**config.mk**
```make
export PLATFORM = sky130hd
export DESIGN_NAME = cell_adc_trim_correction
export DESIGN_NICKNAME = d
export VERILOG_FILES = /design/src/trim_pkg.sv /design/src/delay_timer.sv /design/src/trim_apply.sv /design/src/cell_adc_trim_correction.sv
export VERILOG_INCLUDE_DIRS = /design/src
export SDC_FILE = /design/constraint.sdc
export NUM_CORES = 1
export LEC_CHECK = 0
export BUFFER_PORTS_ARGS = -buffer_cell sky130_fd_sc_hd__clkbuf_2
export CORE_UTILIZATION = 44
export CTS_BUF_LIST = sky130_fd_sc_hd__clkbuf_16
export DETAILED_ROUTE_END_ITERATION = 7
export SLEW_MARGIN = 10
export SYNTH_ARGS = -nofsm -noshare
export SYNTH_HDL_FRONTEND = slang
export SYNTH_SLANG_ARGS = --single-unit
```
**constraint.sdc**
```tcl
create_clock -name I_CLK -period 23.9 [get_ports I_CLK]
set_input_delay 1.195 -clock I_CLK [delete_from_list [all_inputs] [get_ports I_CLK]]
set_output_delay 1.195 -clock I_CLK [all_outputs]
set_load 0.01 [all_outputs]
```
**src/trim_cfg.svh**
```systemverilog
// register map, reset values and timing figures for the trim block
// assumes a 50 MHz core clock and a 32-bit apb data path
`ifndef TRIM_CFG_SVH
`define TRIM_CFG_SVH

// ------------------------------------------------------------------
// register byte offsets
// ------------------------------------------------------------------
`define OFS_CELL_GAIN      12'h000
`define OFS_CELL_OFFSET    12'h004
`define OFS_CHAN_ENABLE    12'h008
`define OFS_DELAY_CTRL     12'h00C
`define OFS_DEVICE_CTRL    12'h010
`define OFS_KEY_ONE        12'h014
`define OFS_KEY_TWO        12'h018
`define OFS_STATUS         12'h01C
`define OFS_XOFF_BASE      12'h020
`define OFS_XOFF_LAST      12'h03C

// ------------------------------------------------------------------
// widths, field positions and reset values
// ------------------------------------------------------------------
`define RES_W              16
`define CELL_TRIM_W        8
`define XOFF_TRIM_W        10
`define XOFF_REG_W         16
`define NUM_CELLS          16
`define NUM_XIN            8
`define CHAN_W             4
`define DELAY_BIT          0
`define NV_WRITE_BIT       0
`define RST_CHAN_ENABLE    16'hFFFF
`define RST_TRIM8          8'h00
`define RST_TRIM16         16'h0000

// ------------------------------------------------------------------
// timing
// ------------------------------------------------------------------
`define CLK_MHZ            50
`define FE_DELAY_US        100

`endif

```
**src/trim_pkg.sv**
```systemverilog
// types shared by the trim block and its helpers
// assumes trim_cfg.svh supplies every width
`include "trim_cfg.svh"

package trim_pkg;

  // ----------------------------------------------------------------
  // conversion result carrier
  // ----------------------------------------------------------------
  typedef struct packed {
    logic                 aux;  // extra sensor input, not a cell
    logic [`CHAN_W-1:0]   idx;  // channel number
    logic [`RES_W-1:0]    data; // unsigned result
  } conv_result_t;

  // ----------------------------------------------------------------
  // sampling sequencer
  // ----------------------------------------------------------------
  typedef enum logic [1:0] {
    ST_IDLE  = 2'b00,
    ST_DELAY = 2'b01,
    ST_START = 2'b10,
    ST_WAIT  = 2'b11
  } seq_state_t;

endpackage : trim_pkg

```
**src/delay_timer.sv**
```systemverilog
// one-shot cycle counter for the front-end start delay
// assumes a start pulse on the same clock; done is a one-cycle pulse
`include "trim_cfg.svh"

module delay_timer #(
  parameter int unsigned CYCLES = 5000
) (
  // clock and reset
  input  wire logic clk,
  input  wire logic rst_n,
  // control
  input  wire logic i_start,
  output logic      o_done
);
  localparam int CW = $clog2(CYCLES + 1);

  logic [CW-1:0] cnt_ff;
  logic [CW-1:0] nxt_cnt;
  logic          done_ff;
  logic          nxt_done;

  // ----------------------------------------------------------------
  // countdown
  // ----------------------------------------------------------------
  // zero means idle, so a restart while running simply reloads
  always_comb begin
    nxt_cnt  = cnt_ff;
    nxt_done = 1'b0;
    if (i_start) begin
      nxt_cnt = CW'(CYCLES);
    end else if (cnt_ff != '0) begin
      nxt_cnt  = cnt_ff - CW'(1);
      nxt_done = (cnt_ff == CW'(1));
    end
  end

  always_ff @(posedge clk) begin
    if (!rst_n) begin
      cnt_ff  <= '0;
      done_ff <= 1'b0;
    end else begin
      cnt_ff  <= nxt_cnt;
      done_ff <= nxt_done;
    end
  end

  assign o_done = done_ff;

endmodule : delay_timer

```
**src/trim_apply.sv**
```systemverilog
// gain and offset correction of one conversion result, one cycle deep
// assumes the input is already factory corrected; output is clamped
`include "trim_cfg.svh"

module trim_apply import trim_pkg::*; #(
  parameter int GW = `CELL_TRIM_W,
  parameter int OW = `XOFF_TRIM_W
) (
  // clock and reset
  input  wire logic                 clk,
  input  wire logic                 rst_n,
  // raw result and trims
  input  wire logic                 i_valid,
  input  conv_result_t              i_res,
  input  wire logic signed [GW-1:0] i_gain,
  input  wire logic signed [OW-1:0] i_offset,
  // corrected result
  output logic                      o_valid,
  output conv_result_t              o_res
);
  localparam int PW = `RES_W + 1 + GW;
  localparam int SW = `RES_W + 3;

  logic signed [PW-1:0] prod;
  logic signed [SW-1:0] sum;
  conv_result_t         nxt_res;
  conv_result_t         res_ff;
  logic                 valid_ff;

  // ----------------------------------------------------------------
  // arithmetic
  // ----------------------------------------------------------------
  // gain is in lsb at full scale, so it scales with the input level
  always_comb begin
    prod    = $signed({1'b0, i_res.data}) * i_gain;
    sum     = SW'(prod >>> `RES_W)
            + SW'($signed({1'b0, i_res.data}))
            + SW'(i_offset);
    nxt_res = res_ff;
    if (i_valid) begin
      nxt_res = i_res;
      // clamp instead of letting a trim wrap a near-rail reading
      if (sum[SW-1]) begin
        nxt_res.data = '0;
      end else if (|sum[SW-2:`RES_W]) begin
        nxt_res.data = '1;
      end else begin
        nxt_res.data = sum[`RES_W-1:0];
      end
    end
  end

  always_ff @(posedge clk) begin
    if (!rst_n) begin
      res_ff   <= '0;
      valid_ff <= 1'b0;
    end else begin
      res_ff   <= nxt_res;
      valid_ff <= i_valid;
    end
  end

  assign o_valid = valid_ff;
  assign o_res   = res_ff;

endmodule : trim_apply

```
**src/cell_adc_trim_correction.sv**
```systemverilog
// trim registers, result correction and multiplexer sequencing
// assumes an apb master and a front end on I_CLK; results arrive
// after factory correction, one per I_CONV_VALID pulse
//
// Implementation choices: the register offsets and the APB interface to the registers.
`include "trim_cfg.svh"

// Functional notes
// - park mux on highest enabled cell, sample first
// - delay bit adds fixed wait before cell sampling
// - delay bit change applies after next sample
// - cell trims global, never on extra inputs
// - user trims follow factory corrections
// - trims signed; zero means no correction
// - gain trim 8-bit signed, 255 steps
// - gain correction proportional to input level
// - cell offset 8-bit signed, added uniformly
// - extra inputs offset only, each own trim
// - extra trim 10-bit signed in 16-bit register
// - zero extra trim leaves result unchanged
// - keys then nv write bit; host redoes checksum
module cell_adc_trim_correction import trim_pkg::*; #(
  parameter int unsigned DELAY_CYCLES = `FE_DELAY_US * `CLK_MHZ,
  parameter logic [31:0] KEY_ONE      = 32'h0000_1357, // arbitrary value
  parameter logic [31:0] KEY_TWO      = 32'h0000_2468  // arbitrary value
) (
  // clock and reset
  input  wire logic               I_CLK,
  input  wire logic               I_RST_N,
  // apb slave
  input  wire logic               I_PSEL,
  input  wire logic               I_PENABLE,
  input  wire logic               I_PWRITE,
  input  wire logic [11:0]        I_PADDR,
  input  wire logic [31:0]        I_PWDATA,
  output logic [31:0]             O_PRDATA,
  output logic                    O_PREADY,
  output logic                    O_PSLVERR,
  // sampling control toward the front end
  input  wire logic               I_SAMPLE_REQ,
  output logic                    O_CONV_START,
  output logic [`CHAN_W-1:0]      O_MUX_CHAN,
  // factory corrected conversion results
  input  wire logic               I_CONV_VALID,
  input  conv_result_t            I_CONV_RES,
  // user corrected results
  output logic                    O_RESULT_VALID,
  output conv_result_t            O_RESULT,
  // request to the nonvolatile storage engine
  output logic                    O_NV_STORE
);

  // ----------------------------------------------------------------
  // register state
  // ----------------------------------------------------------------
  logic [`CELL_TRIM_W-1:0] gain_ff;
  logic [`CELL_TRIM_W-1:0] nxt_gain;
  logic [`CELL_TRIM_W-1:0] coff_ff;
  logic [`CELL_TRIM_W-1:0] nxt_coff;
  logic [`NUM_CELLS-1:0]   en_ff;
  logic [`NUM_CELLS-1:0]   nxt_en;
  logic                    dly_req_ff;
  logic                    nxt_dly_req;
  logic                    dly_eff_ff;
  logic                    nxt_dly_eff;
  logic [31:0]             key1_ff;
  logic [31:0]             nxt_key1;
  logic [31:0]             key2_ff;
  logic [31:0]             nxt_key2;
  logic                    nv_store_ff;
  logic                    nxt_nv_store;
  logic [`XOFF_REG_W-1:0]  xoff_ff [`NUM_XIN];
  logic [`XOFF_REG_W-1:0]  nxt_xoff [`NUM_XIN];
  logic [31:0]             prdata_ff;
  logic [31:0]             nxt_prdata;

  // ----------------------------------------------------------------
  // bus decode
  // ----------------------------------------------------------------
  logic                    setup_ph;
  logic                    access_ph;
  logic                    wr_en;
  logic                    xoff_hit;
  logic [2:0]              xoff_idx;
  logic                    addr_hit;
  logic                    unlocked;
  logic [31:0]             rd_data;

  // zero wait states: every access completes in its first access cycle
  assign setup_ph  = I_PSEL & ~I_PENABLE;
  assign access_ph = I_PSEL & I_PENABLE;
  assign wr_en     = access_ph & I_PWRITE;
  assign xoff_hit  = (I_PADDR >= `OFS_XOFF_BASE) && (I_PADDR <= `OFS_XOFF_LAST)
                   && (I_PADDR[1:0] == 2'b00);
  assign xoff_idx  = I_PADDR[4:2];
  assign unlocked  = (key1_ff == KEY_ONE) && (key2_ff == KEY_TWO);

  // ----------------------------------------------------------------
  // sequencer state
  // ----------------------------------------------------------------
  seq_state_t              state_ff;
  seq_state_t              nxt_state;
  logic [`CHAN_W-1:0]      chan_ff;
  logic [`CHAN_W-1:0]      nxt_chan;
  logic                    tmr_start;
  logic                    tmr_done;
  logic                    cell_done;
  logic [`CHAN_W:0]        top_pick;
  logic [`CHAN_W:0]        low_pick;

  // ----------------------------------------------------------------
  // read mux
  // ----------------------------------------------------------------
  // unmapped words read zero and raise pslverr in the access phase
  always_comb begin
    rd_data  = 32'h0000_0000;
    addr_hit = 1'b1;
    unique case (I_PADDR)
      `OFS_CELL_GAIN:   rd_data[`CELL_TRIM_W-1:0] = gain_ff;
      `OFS_CELL_OFFSET: rd_data[`CELL_TRIM_W-1:0] = coff_ff;
      `OFS_CHAN_ENABLE: rd_data[`NUM_CELLS-1:0]   = en_ff;
      `OFS_DELAY_CTRL:  rd_data[`DELAY_BIT]       = dly_req_ff;
      `OFS_DEVICE_CTRL: rd_data                   = 32'h0000_0000;
      `OFS_KEY_ONE:     rd_data                   = key1_ff;
      `OFS_KEY_TWO:     rd_data                   = key2_ff;
      `OFS_STATUS: begin
        rd_data[0]   = (state_ff != ST_IDLE);
        rd_data[1]   = dly_eff_ff;
        rd_data[2]   = unlocked;
        rd_data[7:4] = chan_ff;
      end
      default: begin
        if (xoff_hit) begin
          rd_data[`XOFF_REG_W-1:0] = xoff_ff[xoff_idx];
        end else begin
          addr_hit = 1'b0;
        end
      end
    endcase
  end

  // ----------------------------------------------------------------
  // register writes
  // ----------------------------------------------------------------
  always_comb begin
    nxt_gain     = gain_ff;
    nxt_coff     = coff_ff;
    nxt_en       = en_ff;
    nxt_dly_req  = dly_req_ff;
    nxt_key1     = key1_ff;
    nxt_key2     = key2_ff;
    nxt_xoff     = xoff_ff;
    nxt_nv_store = 1'b0;
    nxt_prdata   = setup_ph ? rd_data : prdata_ff;
    if (wr_en) begin
      unique case (I_PADDR)
        `OFS_CELL_GAIN:   nxt_gain    = I_PWDATA[`CELL_TRIM_W-1:0];
        `OFS_CELL_OFFSET: nxt_coff    = I_PWDATA[`CELL_TRIM_W-1:0];
        `OFS_CHAN_ENABLE: nxt_en      = I_PWDATA[`NUM_CELLS-1:0];
        `OFS_DELAY_CTRL:  nxt_dly_req = I_PWDATA[`DELAY_BIT];
        `OFS_KEY_ONE:     nxt_key1    = I_PWDATA;
        `OFS_KEY_TWO:     nxt_key2    = I_PWDATA;
        `OFS_DEVICE_CTRL: begin
          // store only with both keys loaded; keys then re-lock
          nxt_nv_store = I_PWDATA[`NV_WRITE_BIT] & unlocked;
          nxt_key1     = 32'h0000_0000;
          nxt_key2     = 32'h0000_0000;
        end
        default: begin
          if (xoff_hit) begin
            nxt_xoff[xoff_idx] = I_PWDATA[`XOFF_REG_W-1:0];
          end
        end
      endcase
    end
  end

  // delay bit is taken over only once a front-end sample finishes
  always_comb begin
    nxt_dly_eff = I_CONV_VALID ? dly_req_ff : dly_eff_ff;
  end

  always_ff @(posedge I_CLK) begin
    if (!I_RST_N) begin
      gain_ff     <= `RST_TRIM8;
      coff_ff     <= `RST_TRIM8;
      en_ff       <= `RST_CHAN_ENABLE;
      dly_req_ff  <= 1'b0;
      dly_eff_ff  <= 1'b0;
      key1_ff     <= 32'h0000_0000;
      key2_ff     <= 32'h0000_0000;
      nv_store_ff <= 1'b0;
      prdata_ff   <= 32'h0000_0000;
      for (int i = 0; i < `NUM_XIN; i++) begin
        xoff_ff[i] <= `RST_TRIM16;
      end
    end else begin
      gain_ff     <= nxt_gain;
      coff_ff     <= nxt_coff;
      en_ff       <= nxt_en;
      dly_req_ff  <= nxt_dly_req;
      dly_eff_ff  <= nxt_dly_eff;
      key1_ff     <= nxt_key1;
      key2_ff     <= nxt_key2;
      nv_store_ff <= nxt_nv_store;
      prdata_ff   <= nxt_prdata;
      xoff_ff     <= nxt_xoff;
    end
  end

  // ----------------------------------------------------------------
  // channel search
  // ----------------------------------------------------------------
  // returns {found, index} of the highest enabled cell below a limit
  function automatic logic [`CHAN_W:0] pick_below(
    input logic [`NUM_CELLS-1:0] en,
    input logic [`CHAN_W:0]      lim
  );
    logic [`CHAN_W:0] r;
    r = '0;
    for (int i = 0; i < `NUM_CELLS; i++) begin
      if (en[i] && (i < int'(lim))) begin
        r = {1'b1, `CHAN_W'(i)};
      end
    end
    return r;
  endfunction : pick_below

  assign top_pick  = pick_below(en_ff, (`CHAN_W+1)'(`NUM_CELLS));
  assign low_pick  = pick_below(en_ff, {1'b0, chan_ff});
  assign cell_done = I_CONV_VALID & ~I_CONV_RES.aux;

  // ----------------------------------------------------------------
  // sampling sequencer
  // ----------------------------------------------------------------
  // cells are walked from the highest enabled one downward
  always_comb begin
    nxt_state = state_ff;
    nxt_chan  = chan_ff;
    tmr_start = 1'b0;
    unique case (state_ff)
      ST_IDLE: begin
        if (top_pick[`CHAN_W]) begin
          nxt_chan = top_pick[`CHAN_W-1:0];
        end
        if (I_SAMPLE_REQ && top_pick[`CHAN_W]) begin
          if (dly_eff_ff) begin
            tmr_start = 1'b1;
            nxt_state = ST_DELAY;
          end else begin
            nxt_state = ST_START;
          end
        end
      end
      ST_DELAY: begin
        if (tmr_done) begin
          nxt_state = ST_START;
        end
      end
      ST_START: begin
        nxt_state = ST_WAIT;
      end
      ST_WAIT: begin
        if (cell_done) begin
          if (low_pick[`CHAN_W]) begin
            nxt_chan  = low_pick[`CHAN_W-1:0];
            nxt_state = ST_START;
          end else begin
            // back to parking so the next cycle opens on this channel
            nxt_chan  = top_pick[`CHAN_W-1:0];
            nxt_state = ST_IDLE;
          end
        end
      end
    endcase
  end

  always_ff @(posedge I_CLK) begin
    if (!I_RST_N) begin
      state_ff <= ST_IDLE;
      chan_ff  <= '0;
    end else begin
      state_ff <= nxt_state;
      chan_ff  <= nxt_chan;
    end
  end

  delay_timer #(
    .CYCLES (DELAY_CYCLES)
  ) u_delay (
    .clk     (I_CLK),
    .rst_n   (I_RST_N),
    .i_start (tmr_start),
    .o_done  (tmr_done)
  );

  // ----------------------------------------------------------------
  // trim selection
  // ----------------------------------------------------------------
  logic signed [`CELL_TRIM_W-1:0] sel_gain;
  logic signed [`XOFF_TRIM_W-1:0] sel_off;
  logic [`XOFF_REG_W-1:0]         xoff_word;

  // upper six bits of an extra trim word are ignored
  always_comb begin
    xoff_word = xoff_ff[I_CONV_RES.idx[2:0]];
    if (I_CONV_RES.aux) begin
      sel_gain = '0;
      sel_off  = $signed(xoff_word[`XOFF_TRIM_W-1:0]);
    end else begin
      sel_gain = $signed(gain_ff);
      sel_off  = `XOFF_TRIM_W'($signed(coff_ff));
    end
  end

  // input already carries factory corrections; user trims go on top
  trim_apply #(
    .GW (`CELL_TRIM_W),
    .OW (`XOFF_TRIM_W)
  ) u_trim (
    .clk      (I_CLK),
    .rst_n    (I_RST_N),
    .i_valid  (I_CONV_VALID),
    .i_res    (I_CONV_RES),
    .i_gain   (sel_gain),
    .i_offset (sel_off),
    .o_valid  (O_RESULT_VALID),
    .o_res    (O_RESULT)
  );

  // ----------------------------------------------------------------
  // outputs
  // ----------------------------------------------------------------
  assign O_PRDATA     = prdata_ff;
  assign O_PREADY     = 1'b1;
  assign O_PSLVERR    = access_ph & ~addr_hit;
  assign O_CONV_START = (state_ff == ST_START);
  assign O_MUX_CHAN   = chan_ff;
  assign O_NV_STORE   = nv_store_ff;

endmodule : cell_adc_trim_correction

```
### Yosys cells after proc, flatten, opt, wreduce, memory -nomap -nowiden

Cells that the tools add are included.
W data, S select, Z words.

| word-level totals | value |
|---|---|
| RAM bits | 0 |
| flip-flop bits (word level) | 301 |
| ROM bits | 0 |
| logic and storage cells | 198 |
| output and inout bits | 62 |
| memories kept | 0 |
| input bits | 72 |
| bits in latches | 0 |

| cells by class | value |
|---|---|
| add/sub/neg operators | 3 |
| mux-type cells | 70 |
| bitwise logic cells | 14 |
| reduce and logical (&&, ||, !) cells | 47 |
| multipliers | 1 |
| shifts and indexed selects | 0 |
| equal/unequal tests | 17 |
| order comparisons | 20 |
| div/mod/pow operators | 0 |

Operators with widths:

| kind | number |
|---|---|
| $mux W5 | 31 |
| $bwmux W128 | 1 |
| $pmux W32 S2 | 2 |
| $bmux W16 S3 | 2 |
| $mux W16 | 6 |
| $demux W16 S3 | 1 |
| $eq A12 B5 Y1 const B | 4 |
| $eq A32 B13 Y1 const B | 1 |
| $eq A32 B14 Y1 const B | 1 |
| $pmux W16 S2 | 1 |
| $pmux W8 S4 | 1 |
| $mux W10 | 3 |
| $lt A4 B4 Y1 const A | 7 |
| $pmux W4 S7 | 1 |
| $mux W13 | 2 |
| $mul A17 B8 Y25 | 1 |
| $eq A12 B4 Y1 const B | 2 |
| $logic_and A1 B1 Y1 | 20 |
| $add A18 B10 Y19 | 1 |
| $add A9 B17 Y18 | 1 |
| $lt A3 B4 Y1 const A | 4 |
| $pmux W2 S7 | 1 |
| $eq A13 B1 Y1 const B | 1 |
| $reduce_bool A13 Y1 | 1 |
| 33 further kinds | 76 |

### Depth between registers and ports, before layout

Gate-level depths: netlist of the first run.

| depth | value |
|---|---|
| word-level depth | 20 |
| gate-level depth with buffers | 32 |
| depth with buffers taken out | 29 |

### Modules after synthesis

Synthesis of the first run repeated with hierarchy kept, for this count alone.

| second synthesis, totals | value |
|---|---|
| cell total of the unflattened synthesis | 2304 |
| area, all modules | 19486.2 sq um |

By module, submodules not included:

| module | sequential area each (sq um) | times used | cells each | area an instance (sq um) |
|---|---|---|---|---|
| cell_adc_trim_correction | 5305.1 | 1 | 1536 | 12677.2 |
| trim_apply | 440.4 | 1 | 685 | 6087.1 |
| delay_timer | 280.3 | 1 | 83 | 721.9 |

### Least setup slack after synthesis of the first run

Ideal clock, no wire load.

| path | value |
|---|---|
| path type | input -> register |
| start point | input I_CONV_RES[20] in the netlist's numbering |
| end point | register u_trim.res_ff, in the netlist u_trim.o_res[10] |
| library setup time | 60 ps |
| buffers on the path | 5 |
| slack | 15125 ps |
| arrival time | 8715 ps |
| stages on the path | 31 |
| data required time | 23840 ps |
| path through | clkbuf_1 > nand2b_1 > clkbuf_1 > clkbuf_1 > nor2_1 > fa_1 > fa_1 > fa_1 > inv_1 > fa_1 > inv_1 > ha_1 > nor4_1 > o211ai_1 > o211ai_1 > a21oi_1 > o31ai_1 > mux2i_1 > o211ai_1 > fa_1 > inv_1 > ha_1 > clkbuf_1 > a21o_1 > a21oi_1 > nand3b_1 > o21ai_1 > mux2_2 > a31oi_2 > buf_2 > a221o_1 |

| between the ends | value |
|---|---|
| cells in the longest elaborated chain, start to end | 7 |
| elaborated cells between the ends (all ways) | 8 |
| classes of those cells | add/sub: 2; mul: 1; mux: 4; reduce/logical: 1 |

RTL lines:

| item | line | text |
|---|---|---|
| start, declared | cell_adc_trim_correction.sv:45 | `input conv_result_t I_CONV_RES,` |
| $mux W8 | cell_adc_trim_correction.sv:307 | `if (I_CONV_RES.aux) begin` |
| $mul A17 B8 Y25 | trim_apply.sv:35 | `prod = $signed({1'b0, i_res.data}) * i_gain;` |
| $add A9 B17 Y18 | trim_apply.sv:36 | `` sum = SW'(prod >>> `RES_W) `` |
| $add A18 B10 Y19 (*) | trim_apply.sv:36 |  |
| $reduce_or A2 Y1 | trim_apply.sv:45 | `` end else if (\|sum[SW-2:`RES_W]) begin `` |
| $mux W16 | trim_apply.sv:45 |  |
| $mux W16 (*) | trim_apply.sv:43 | `if (sum[SW-1]) begin` |
| end signal, assigned | trim_apply.sv:58 | `res_ff <= nxt_res;` |
| end, declared | trim_apply.sv:27 | `conv_result_t res_ff;` |

Every way passes the cells marked *; elsewhere a longest branch is shown, timed or not.
A chain may end at the register's enable or synchronous reset.

### Worst setup path in the final report of the first run

| path | value |
|---|---|
| start point | input I_CONV_RES[20] in the netlist's numbering |
| end point | register u_trim.res_ff, in the netlist u_trim.o_res[6] |

Same word-level chain as after synthesis.

==> results of run 1 <==
## final cells by class
type                       instances  area (µm²)  share of cell area
antenna                            2        5.00            0.000239
timing repair buffer             154         826              0.0395
clock inverter                    25         160             0.00765
sequential                       301        6030               0.288
clock buffer                      34         851              0.0407
tap                              577         722              0.0345
multi-input combinational       1607       11800               0.562
inverter                         152         576              0.0275
## metal layers
layer	part of all wire	vias to the layer above	track usage	routed length, µm
li1	-	7681	-	-
met1	0.43	8064	0.360	25100
met2	0.46	649	0.424	26500
met3	0.080	107	0.0501	4610
met4	0.029	6	0.0833	1660
met5	0.00054	-	0	31
## registers in the layout, summed over array words and instances, names as in the netlist
name and cells:
state_ff 2, u_trim.o_valid 1, gain_ff 8, u_delay.o_done 1, en_ff 16, key2_ff 32
O_MUX_CHAN 4, O_NV_STORE 1, dly_eff_ff 1, u_delay.cnt_ff 13, xoff_ff 128, key1_ff 32
coff_ff 8, O_PRDATA 32, dly_req_ff 1, u_trim.o_res 21
## through the flow
step            util  hold WS [ns]  area (µm²)  power [µW]
2_1_floorplan      -         0.429       19000         649
3_3_place_gp   0.471         0.436       19900         698
3_5_place_dp   0.471         0.444       19900         700
4_1_cts        0.494         0.452       20900        1190
5_1_grt        0.495         0.470       20900        1220
6_report       0.495         0.451       20900        1180
## logic make-up (layout without fill, tap and decap cells)
group | count (synthesis) | count (layout) | synth area share
buffers and inverters | 315 | 365 | 0.0653
multiplexers | 119 | 119 | 0.0980
XOR/XNOR | 31 | 31 | 0.0143
flip-flops | 301 | 301 | 0.317
AO/OA/AOI/OAI | 431 | 431 | 0.140
AND/OR/NAND/NOR | 847 | 847 | 0.209
adder cells (fa/ha/maj) | 178 | 178 | 0.157
other | 1 | 3 | 0.000197
## Yosys cell counts (49+ instances only)
cell type | number | share of area
nand2_1 | 386 | 0.076
dfxtp_1 | 301 | 0.32
a21oi_1 | 238 | 0.063
inv_1 | 152 | 0.030
nand3_1 | 126 | 0.033
clkbuf_1 | 116 | 0.023
nor2_1 | 113 | 0.022
fa_1 | 101 | 0.11
and2_1 | 96 | 0.032
ha_1 | 77 | 0.051
mux4_2 | 52 | 0.062
mux2i_1 | 49 | 0.026
## worst register-to-register path, cell delays in order (launching register included)
cell and delay [ns]:
dfxtp_1 0.39, nor2b_1 0.84, nand2_1 0.20, fa_1 0.52, fa_1 0.49, inv_1 0.06, fa_1 0.53, inv_1 0.06
fa_1 0.52, inv_1 0.04, ha_1 0.27, o21a_1 0.19, o21a_1 0.16, o211ai_1 0.27, a21oi_1 0.17, o31ai_1 0.59
mux2i_1 0.31, o211ai_1 0.35, fa_1 0.61, inv_1 0.04, ha_1 0.34, a21oi_1 0.35, nor2_1 0.07, a21o_1 0.18
o21ai_1 0.23, mux2_2 0.41, a31oi_2 0.63, a221o_1 0.21
## power by group
| part | leakage (µW) | switching (µW) | total (µW) | internal (µW) |
|---|---|---|---|---|
| combinational | 0.00578 | 95.2 | 156 | 61.1 |
| sequential | 0.00244 | 17.2 | 534 | 517 |
| clock | 0.000526 | 217 | 488 | 271 |
## worst min path at each step
stage / from / to / slack (ns) / cells after the start
floorplan: xoff_ff[26] / xoff_ff[26] / 0.43 / 2
global placement: xoff_ff[42] / xoff_ff[42] / 0.44 / 2
detailed placement: xoff_ff[90] / xoff_ff[90] / 0.44 / 2
CTS: xoff_ff[79] / xoff_ff[79] / 0.45 / 2
global route: xoff_ff[95] / xoff_ff[95] / 0.47 / 2
finish: xoff_ff[42] / xoff_ff[42] / 0.45 / 2
==> metrics, run 1 <==
crit path capture type=flip-flop; CP most frequent cell=fa_1; Slew Viols, Final=0; Top Family by Delay on Critical Path=compound AO/OA/AOI/OAI gates; die width=210 µm; Post-CTS Setup Inserts=0; fraction of final layout cells sized beyond drive strength 1=0.125; Worst Reg-to-Reg Cells=27; Final Cycle Share=0.410; FMAX=approximately 100 MHz; gpl congestion=around 0.88; crit path time final=9.79 ns; Arr. time, crit path=between 10 and 15 ns; via count=between 15000 and 20000; antenna violations before repair=5; drt pass-1 iters=7; Final HPWL DP=about 40 mm; Routed Antenna Nets=0; Max clock buf depth=3; Hold Fails Final Rpt=0; vias in the first global route=16100; r2r setup slk=between 10 and 15 ns; most common cell after layout, fill and taps aside=nand2_1; Ys Warns=0; dominant synthesized flop cell=dfxtp_1; library cells used by synthesis=70; CP peak stage delay=approximately 0.91 ns; Worst Hold Class=flip-flop to flip-flop; Root Driver=clkbuf_16; pin slew with the least headroom to its limit=between 1 and 1.5 ns; gate count of the mapped netlist=approximately 2200; Max-Cap Viols=0; clock buffer count from CTS=34; die area=about 44000 µm²; Synth Register Bits=301; Clk pin slew, worst setup/hold paths=approximately 0.060 ns; Rel. slew slack=0.212; Mapped Area=about 19000 µm²; critical path depth in cells=28; Row Count=75; Setup crit end=u_trim.o_res[6]; Post-synth EDFFs=0; largest fanout on the critical path=28; worst vdd ir=a little under 0.05 mV; reg2reg start=gain_ff[3]; post-detailed-route wirelength per cell=between 20 and 25 µm; Crit. Startpoint=I_CONV_RES[20]; setup ws final=around 14 ns; CTS Sinks=around 300; Syn Nets=between 2000 and 2500; DRC errors left=0; placed insts=between 2000 and 3000; Worst setup SP type=primary input; most frequent cells in the layout=385 x nand2_1, 301 x dfxtp_1, 238 x a21oi_1; DRT iter0 DRCs=1648; power density over the cells=56.3 nW/µm²; Filler cells=between 4000 and 5000; initial core utilization=0.449; CP Class=primary input to flip-flop; setup TNS=0 ns; TritonCTS clock tree=built; I/O Buffers=approximately 130; pin count of the biggest net entering global routing=91; status=finished, final reports clean; total grt overflow=0; unrepaired setup endpoints after global routing=false; RR Endpoint=u_trim.o_res[6]; CP Data Required Time=~24 ns; synthesized area per cell=8.55 µm²; final setup vio count=0; sequential area share after synthesis=0.317; Post-CTS Hold Buffers=0; Post-layout nets=2500; leak pwr=0.00875 µW; crit path max-delay cell type=nor2b_1; Die Y=roughly 210 µm; P&R area growth vs syn=10.1%; H-tree lvl count=2; core region area=~42000 µm²; wirelength, routed=just under 60 mm; worst path bufs/invs=5; Setup Slack @ Placement=about 14 ns; IO Pins=between 100 and 150; first-pass GRT wire length=about 90 mm; drt via density=just under 6; Async SR Flop Fraction=0; Layout Skew=around 0.032 ns; Layout Cells excl Fill=2852; worst skew pair latency=around 0.55 ns; overall routing resource usage=0.264; post-CTS sizing=0
Note: power is estimated with default switching activity, not from simulation.
==> inputs of run 2 (changes only) <==
clock period = 8.15 ns   (was 23.9 ns; I/O delays follow)
==> run 2 against run 1 <==
  * Via count is 0.52% higher
  * Routed wire length is 1.7% higher
  * Die area stayed put
  * Sequential power grew to 2.9 times the previous value
  * Setup slack worse by 14 ns
  * Flip-flop and latch count stayed put
  * Core utilization is 0.64 points higher
  * Critical endpoint is now u_trim.o_res[8]
  * Largest power group unchanged
==> metrics, run 2 (synthesis results as in run 1) <==
status=finished, final reports clean; Hold Startpoint=I_PWDATA[21]; Arr. time, crit path=8.22 ns (-2.04 ns); reg2reg start=gain_ff[4]; Layout Skew=0.0274 ns (-0.00456 ns); final setup vio count=0 (unchanged); first-pass GRT wire length=92.8 mm (+1.9%); wirelength, routed=58.9 mm (+1.7%); drt via density=5.78 (-0.11%); r2r setup slk=0.33 ns (-14.48 ns); P&R area growth vs syn=11.5%; via count=16600 (+0.52%); crit path max-delay cell type=fa_1; pin count of the biggest net entering global routing=83 (-8.8%); fraction of final layout cells sized beyond drive strength 1=0.136 (+0.0116); core region area=42300 µm² (unchanged); vias in the first global route=16400 (+2.3%); most frequent cells in the layout=385 x nand2_1, 300 x dfxtp_1, 237 x a21oi_1; Final Cycle Share=0.960; Die Y=210 µm (unchanged); Row Count=75 (unchanged); most common cell after layout, fill and taps aside=nand2_1; CP most frequent cell=fa_1; Layout Cells excl Fill=2870 (+0.63%); FMAX=128 MHz; Slew Viols, Final=0 (unchanged); total grt overflow=0 (unchanged); unrepaired setup endpoints after global routing=false; CP peak stage delay=0.57 ns (-0.34 ns); post-detailed-route wirelength per cell=20.5 µm (+1.1%); DRC errors left=0 (unchanged); placed insts=2808 (+0.61%); Hold Fails Final Rpt=0 (unchanged); Hold EP=key2_ff[21]; drt pass-1 iters=5 (-2); overall routing resource usage=0.268 (+0.00398); Max-Cap Viols=0 (unchanged); hold slack=0.126 ns (-0.325 ns); I/O Buffers=132 (unchanged); antenna violations before repair=5 (unchanged); initial core utilization=0.449 (unchanged); Largest Register=xoff_ff; IO Pins=134 (unchanged); Worst Hold Class=primary input to flip-flop; Rel. slew slack=0.261 (+0.0496); Final HPWL DP=40.1 mm (+1.5%); clock buffer count from CTS=34 (unchanged); Worst setup SP type=flip-flop; die width=210 µm (unchanged); TritonCTS clock tree=built; H-tree lvl count=2 (unchanged); leak pwr=0.00887 µW (+1.4%); DRT iter0 DRCs=1630 (-1.1%); crit path capture type=flip-flop; hold depth=3 (+1); Routed Antenna Nets=0 (unchanged); die area=44100 µm² (unchanged); worst skew pair latency=0.54 ns (about the same); Root Driver=clkbuf_16; power density over the cells=164 nW/µm² (+190%); Max clock buf depth=3 (unchanged); RR Endpoint=u_trim.o_res[8]; CTS Sinks=301 (unchanged); max FFs per register=128 (unchanged); setup TNS=0 ns (unchanged); largest fanout on the critical path=16 (-43%); worst vdd ir=0.134 mV (+170%); pin slew with the least headroom to its limit=1.10 ns (-0.0741 ns); CP Class=flip-flop to flip-flop; Filler cells=4031 (-2.0%); Worst Reg-to-Reg Cells=30 (+11%); CP Data Required Time=8.55 ns (-15.81 ns); crit path time final=7.82 ns; Clk pin slew, worst setup/hold paths=0.06 ns (about the same); Post-layout nets=2520 (+0.80%); gpl congestion=0.893 (+1.5%); total power=3490 µW (+200%)
## run 2: report_power, final
group / switching (µW) / internal [µW]
combinational: 289 / 187
clock: 621 / 822
sequential: 49.9 / 1520
total: 960 / 2530
## run 2: layout make-up
cell class	count	area [µm²]	share of cell area
inverter	152	576	0.0271
sequential	301	6030	0.284
multi-input combinational	1608	11800	0.559
antenna	1	2.50	0.000118
tap	577	722	0.0341
timing repair buffer	173	997	0.0470
clock buffer	34	851	0.0401
clock inverter	24	175	0.00826
## run 2: worst max path at each step
stage / startpoint / to / slack, ns / cells past startpoint
global route: gain_ff[5] / u_trim.o_res[14] / 0.01 / 29
CTS: gain_ff[6] / u_trim.o_res[12] / 0.002 / 28
floorplan: I_CONV_RES[20] / u_trim.o_res[10] / 0.16 / 31
detailed placement: I_CONV_RES[20] / u_trim.o_res[4] / -0.18 / 29
global placement: I_CONV_RES[20] / u_trim.o_res[14] / -0.08 / 29
finish: gain_ff[4] / u_trim.o_res[8] / 0.33 / 30
## run 2: critical path: cells and delay by family, from the launching register on
kind                     cells  cell delay [ns]
AO/OA/AOI/OAI               11             2.37
adder cells (fa/ha/maj)      7             3.29
buffers and inverters        7             0.77
flip-flops                   1             0.43
multiplexers                 2             0.45
AND/OR/NAND/NOR              3             0.39
## run 2: per-stage QoR
step                      cell area [µm²]  utilization  setup WS [ns]
after floorplan                     19000            -          0.163
after global placement              20100        0.474        -0.0837
after detailed placement            20100        0.474         -0.178
after CTS                           21100        0.498        0.00163
after global routing                21200        0.501         0.0113
final                               21200        0.501          0.327
## run 2: routing by layer
layer,global-route usage,vias up,share of wire
li1,-,7717,-
met1,0.361,8182,0.43
met2,0.451,595,0.48
met3,0.0446,91,0.074
met4,0.0617,8,0.021
met5,0,-,0.00076
## run 2: what timing repair did
action                                  4_1_cts  5_1_grt
gates cloned                                  0        1
pin swaps                                     0        3
setup buffers                                 0        2
endpoints found under the setup margin        3       16
hold buffers                                  0        0
gates resized for setup                       1       16
==> inputs of run 3 (changes only) <==
REMOVE_ABC_BUFFERS = 1   (was not set)
==> run 3 against run 2 <==
  * Flip-flop and latch count did not move
  * Design area rose by 0.52%
  * Via count barely moved
  * Clock-buffer cell count rose by 3
  * Global-route usage barely moved
  * Non-clock buffer count rose by 4
  * Cell count rose by 0.38%
  * Largest cell class unchanged
  * Largest power group unchanged
==> metrics, run 3 (synthesis results as in run 1) <==
status=finished, final reports clean; Clk pin slew, worst setup/hold paths=0.06 ns (about the same); Layout Skew=0.0178 ns (-0.00959 ns); via count=16600 (+0.060%); Switching Fraction=0.279 (+0.00403); P&R area growth vs syn=12.1%; most common cell after layout, fill and taps aside=nand2_1; routing usage on met1=0.366 (+0.00556); drt pass-1 iters=6 (+1); Final Cycle Share=0.951 (-0.00936); pin slew with the least headroom to its limit=1.25 ns (+0.151 ns); Rel. slew slack=0.164 (-0.0974); core region area=42300 µm² (unchanged); CP Data Required Time=8.58 ns (+0.03 ns); CP most frequent cell=fa_1; CP peak stage delay=0.55 ns (-0.02 ns); power density over the cells=169 nW/µm² (+2.9%); Largest Register=xoff_ff; Final HPWL DP=39.7 mm (-1.1%); FMAX=129 MHz (+0.98%); largest fanout on the critical path=9 (-7); CTS Sinks=301 (unchanged); sequential power share=0.435 (-0.014); initial core utilization=0.449 (unchanged); first-pass GRT wire length=92.1 mm (-0.71%); I/O Buffers=132 (unchanged); DRT iter0 DRCs=1571 (-3.6%); Max-Cap Viols=0 (unchanged); clock buffer count from CTS=36 (+5.9%); Max clock buf depth=3 (unchanged); Worst setup SP type=flip-flop; post-detailed-route wirelength per cell=20.4 µm (-0.46%); layer with the highest usage=met2; Hold Fails Final Rpt=0 (unchanged); combinational fraction of design power=0.131 (-0.006); Slew Viols, Final=0 (unchanged); crit path time final=7.75 ns (-0.0763 ns); wirelength, routed=58.9 mm (about the same); crit path capture type=flip-flop; die area=44100 µm² (unchanged); worst vdd ir=0.142 mV (+6.0%); CP Class=flip-flop to flip-flop; leak pwr=0.00890 µW (+0.33%); met2 global-route usage=0.440 (-0.0112); design area=21300 µm² (+0.52%); Root Driver=clkbuf_16; die width=210 µm (unchanged); overall routing resource usage=0.269 (about the same); fraction of final layout cells sized beyond drive strength 1=0.141 (+0.00450); Arr. time, crit path=8.18 ns (-0.04 ns); most frequent cells in the layout=385 x nand2_1, 299 x dfxtp_1, 237 x a21oi_1; Layout Cells excl Fill=2881 (+0.38%); pin count of the biggest net entering global routing=90 (+8.4%); final setup vio count=0 (unchanged); placed insts=2810 (+0.071%); IO Pins=134 (unchanged); max FFs per register=128 (unchanged); Routed Antenna Nets=0 (unchanged); worst skew pair latency=0.56 ns (+0.02 ns); Clk network pwr share=0.434 (+0.020); Cell Int Power=2600 µW (+2.9%); H-tree lvl count=2 (unchanged); Row Count=75 (unchanged); met3 GRT Util=0.0323 (-0.0123); antenna violations before repair=1 (-4); crit path max-delay cell type=fa_1; drt via density=5.76 (-0.32%); dpl cell area=20100 µm² (about the same); vias in the first global route=16200 (-1.4%); Worst Hold Class=primary input to flip-flop; TritonCTS clock tree=built; DRC errors left=0 (unchanged); ant diodes=0 (-1); Die Y=210 µm (unchanged); Post-layout nets=2526 (+0.24%); Sw Pwr=1010 µW (+4.9%); total grt overflow=0 (unchanged); gpl congestion=0.890 (-0.30%)
run 3: cell types whose count changed in the layout (fill, tap and decap cells not counted), sizes merged:
cell    delta
buf        +4
clkbuf     +3
clkinv    +11
diode      -1
inv        -6
run 3: final cells by class:
class                   instances  area, µm²
repair buffers                177       1010
fillers                      4079      21000
clock inverters                29        208
clock buffers                  37        926
well taps                     577        722
multi-input cells            1608      11800
flip-flops and latches        301       6030
inverters                     152        576
run 3: worst paths after layout:
path,start,end,slack (ns),cells after the start
setup / recovery,gain_ff[2],u_trim.o_res[5],0.40,30
hold / removal,I_CONV_RES[19],u_trim.o_res[19],0.09,3
setup reg to reg,gain_ff[2],u_trim.o_res[5],0.40,30
hold reg to reg,xoff_ff[78],xoff_ff[78],0.45,2
run 3: power groups by stage:
| stage | Combinational [µW] | Sequential (µW) | Clock (µW) |
|---|---|---|---|
| detailed placement | 464 | 1600 | 0 |
| global placement | 458 | 1600 | 0 |
| floorplan | 271 | 1600 | 0 |
| finish | 473 | 1570 | 1570 |
| global route | 523 | 1570 | 1650 |
| CTS | 468 | 1570 | 1590 |
run 3: through the flow:
| stage | TNS, ns | utilization | power (µW) | setup slack, ns | hold WS, ns |
|---|---|---|---|---|---|
| floorplan | 0 | - | 1870 | 0.405 | 0.429 |
| global placement | -0.0000444 | 0.474 | 2050 | -0.0000444 | 0.435 |
| detailed placement | -1.52 | 0.474 | 2060 | -0.107 | 0.440 |
| CTS | 0 | 0.501 | 3630 | 0.0276 | 0.0696 |
| global route | -0.0652 | 0.504 | 3740 | -0.0235 | 0.0922 |
| finish | 0 | 0.504 | 3610 | 0.403 | 0.0918 |
run 3: what timing repair did:
| action | 4_1_cts | 5_1_grt |
|---|---|---|
| gates resized for setup | 0 | 19 |
| hold buffers | 0 | 0 |
| buffers inserted | 0 | 4 |
| endpoints found under the setup margin | 0 | 16 |
run 3: worst max-delay path: cells and delay by family, from the launching register on:
family	cells	cell delay, ns
simple gates	3	0.54
compound gates	11	2.18
mux	2	0.43
flops	1	0.45
fa+ha+maj	7	3.19
buf+inv	7	0.83
run 3: routing by layer:
layer  wire length, µm  part of all wire  vias up
met1             25300              0.43     8133
met4              1740             0.030        2
met5                11           0.00019        -
li1                  -                 -     7739
met3              3910             0.066       84
met2             27900              0.47      645
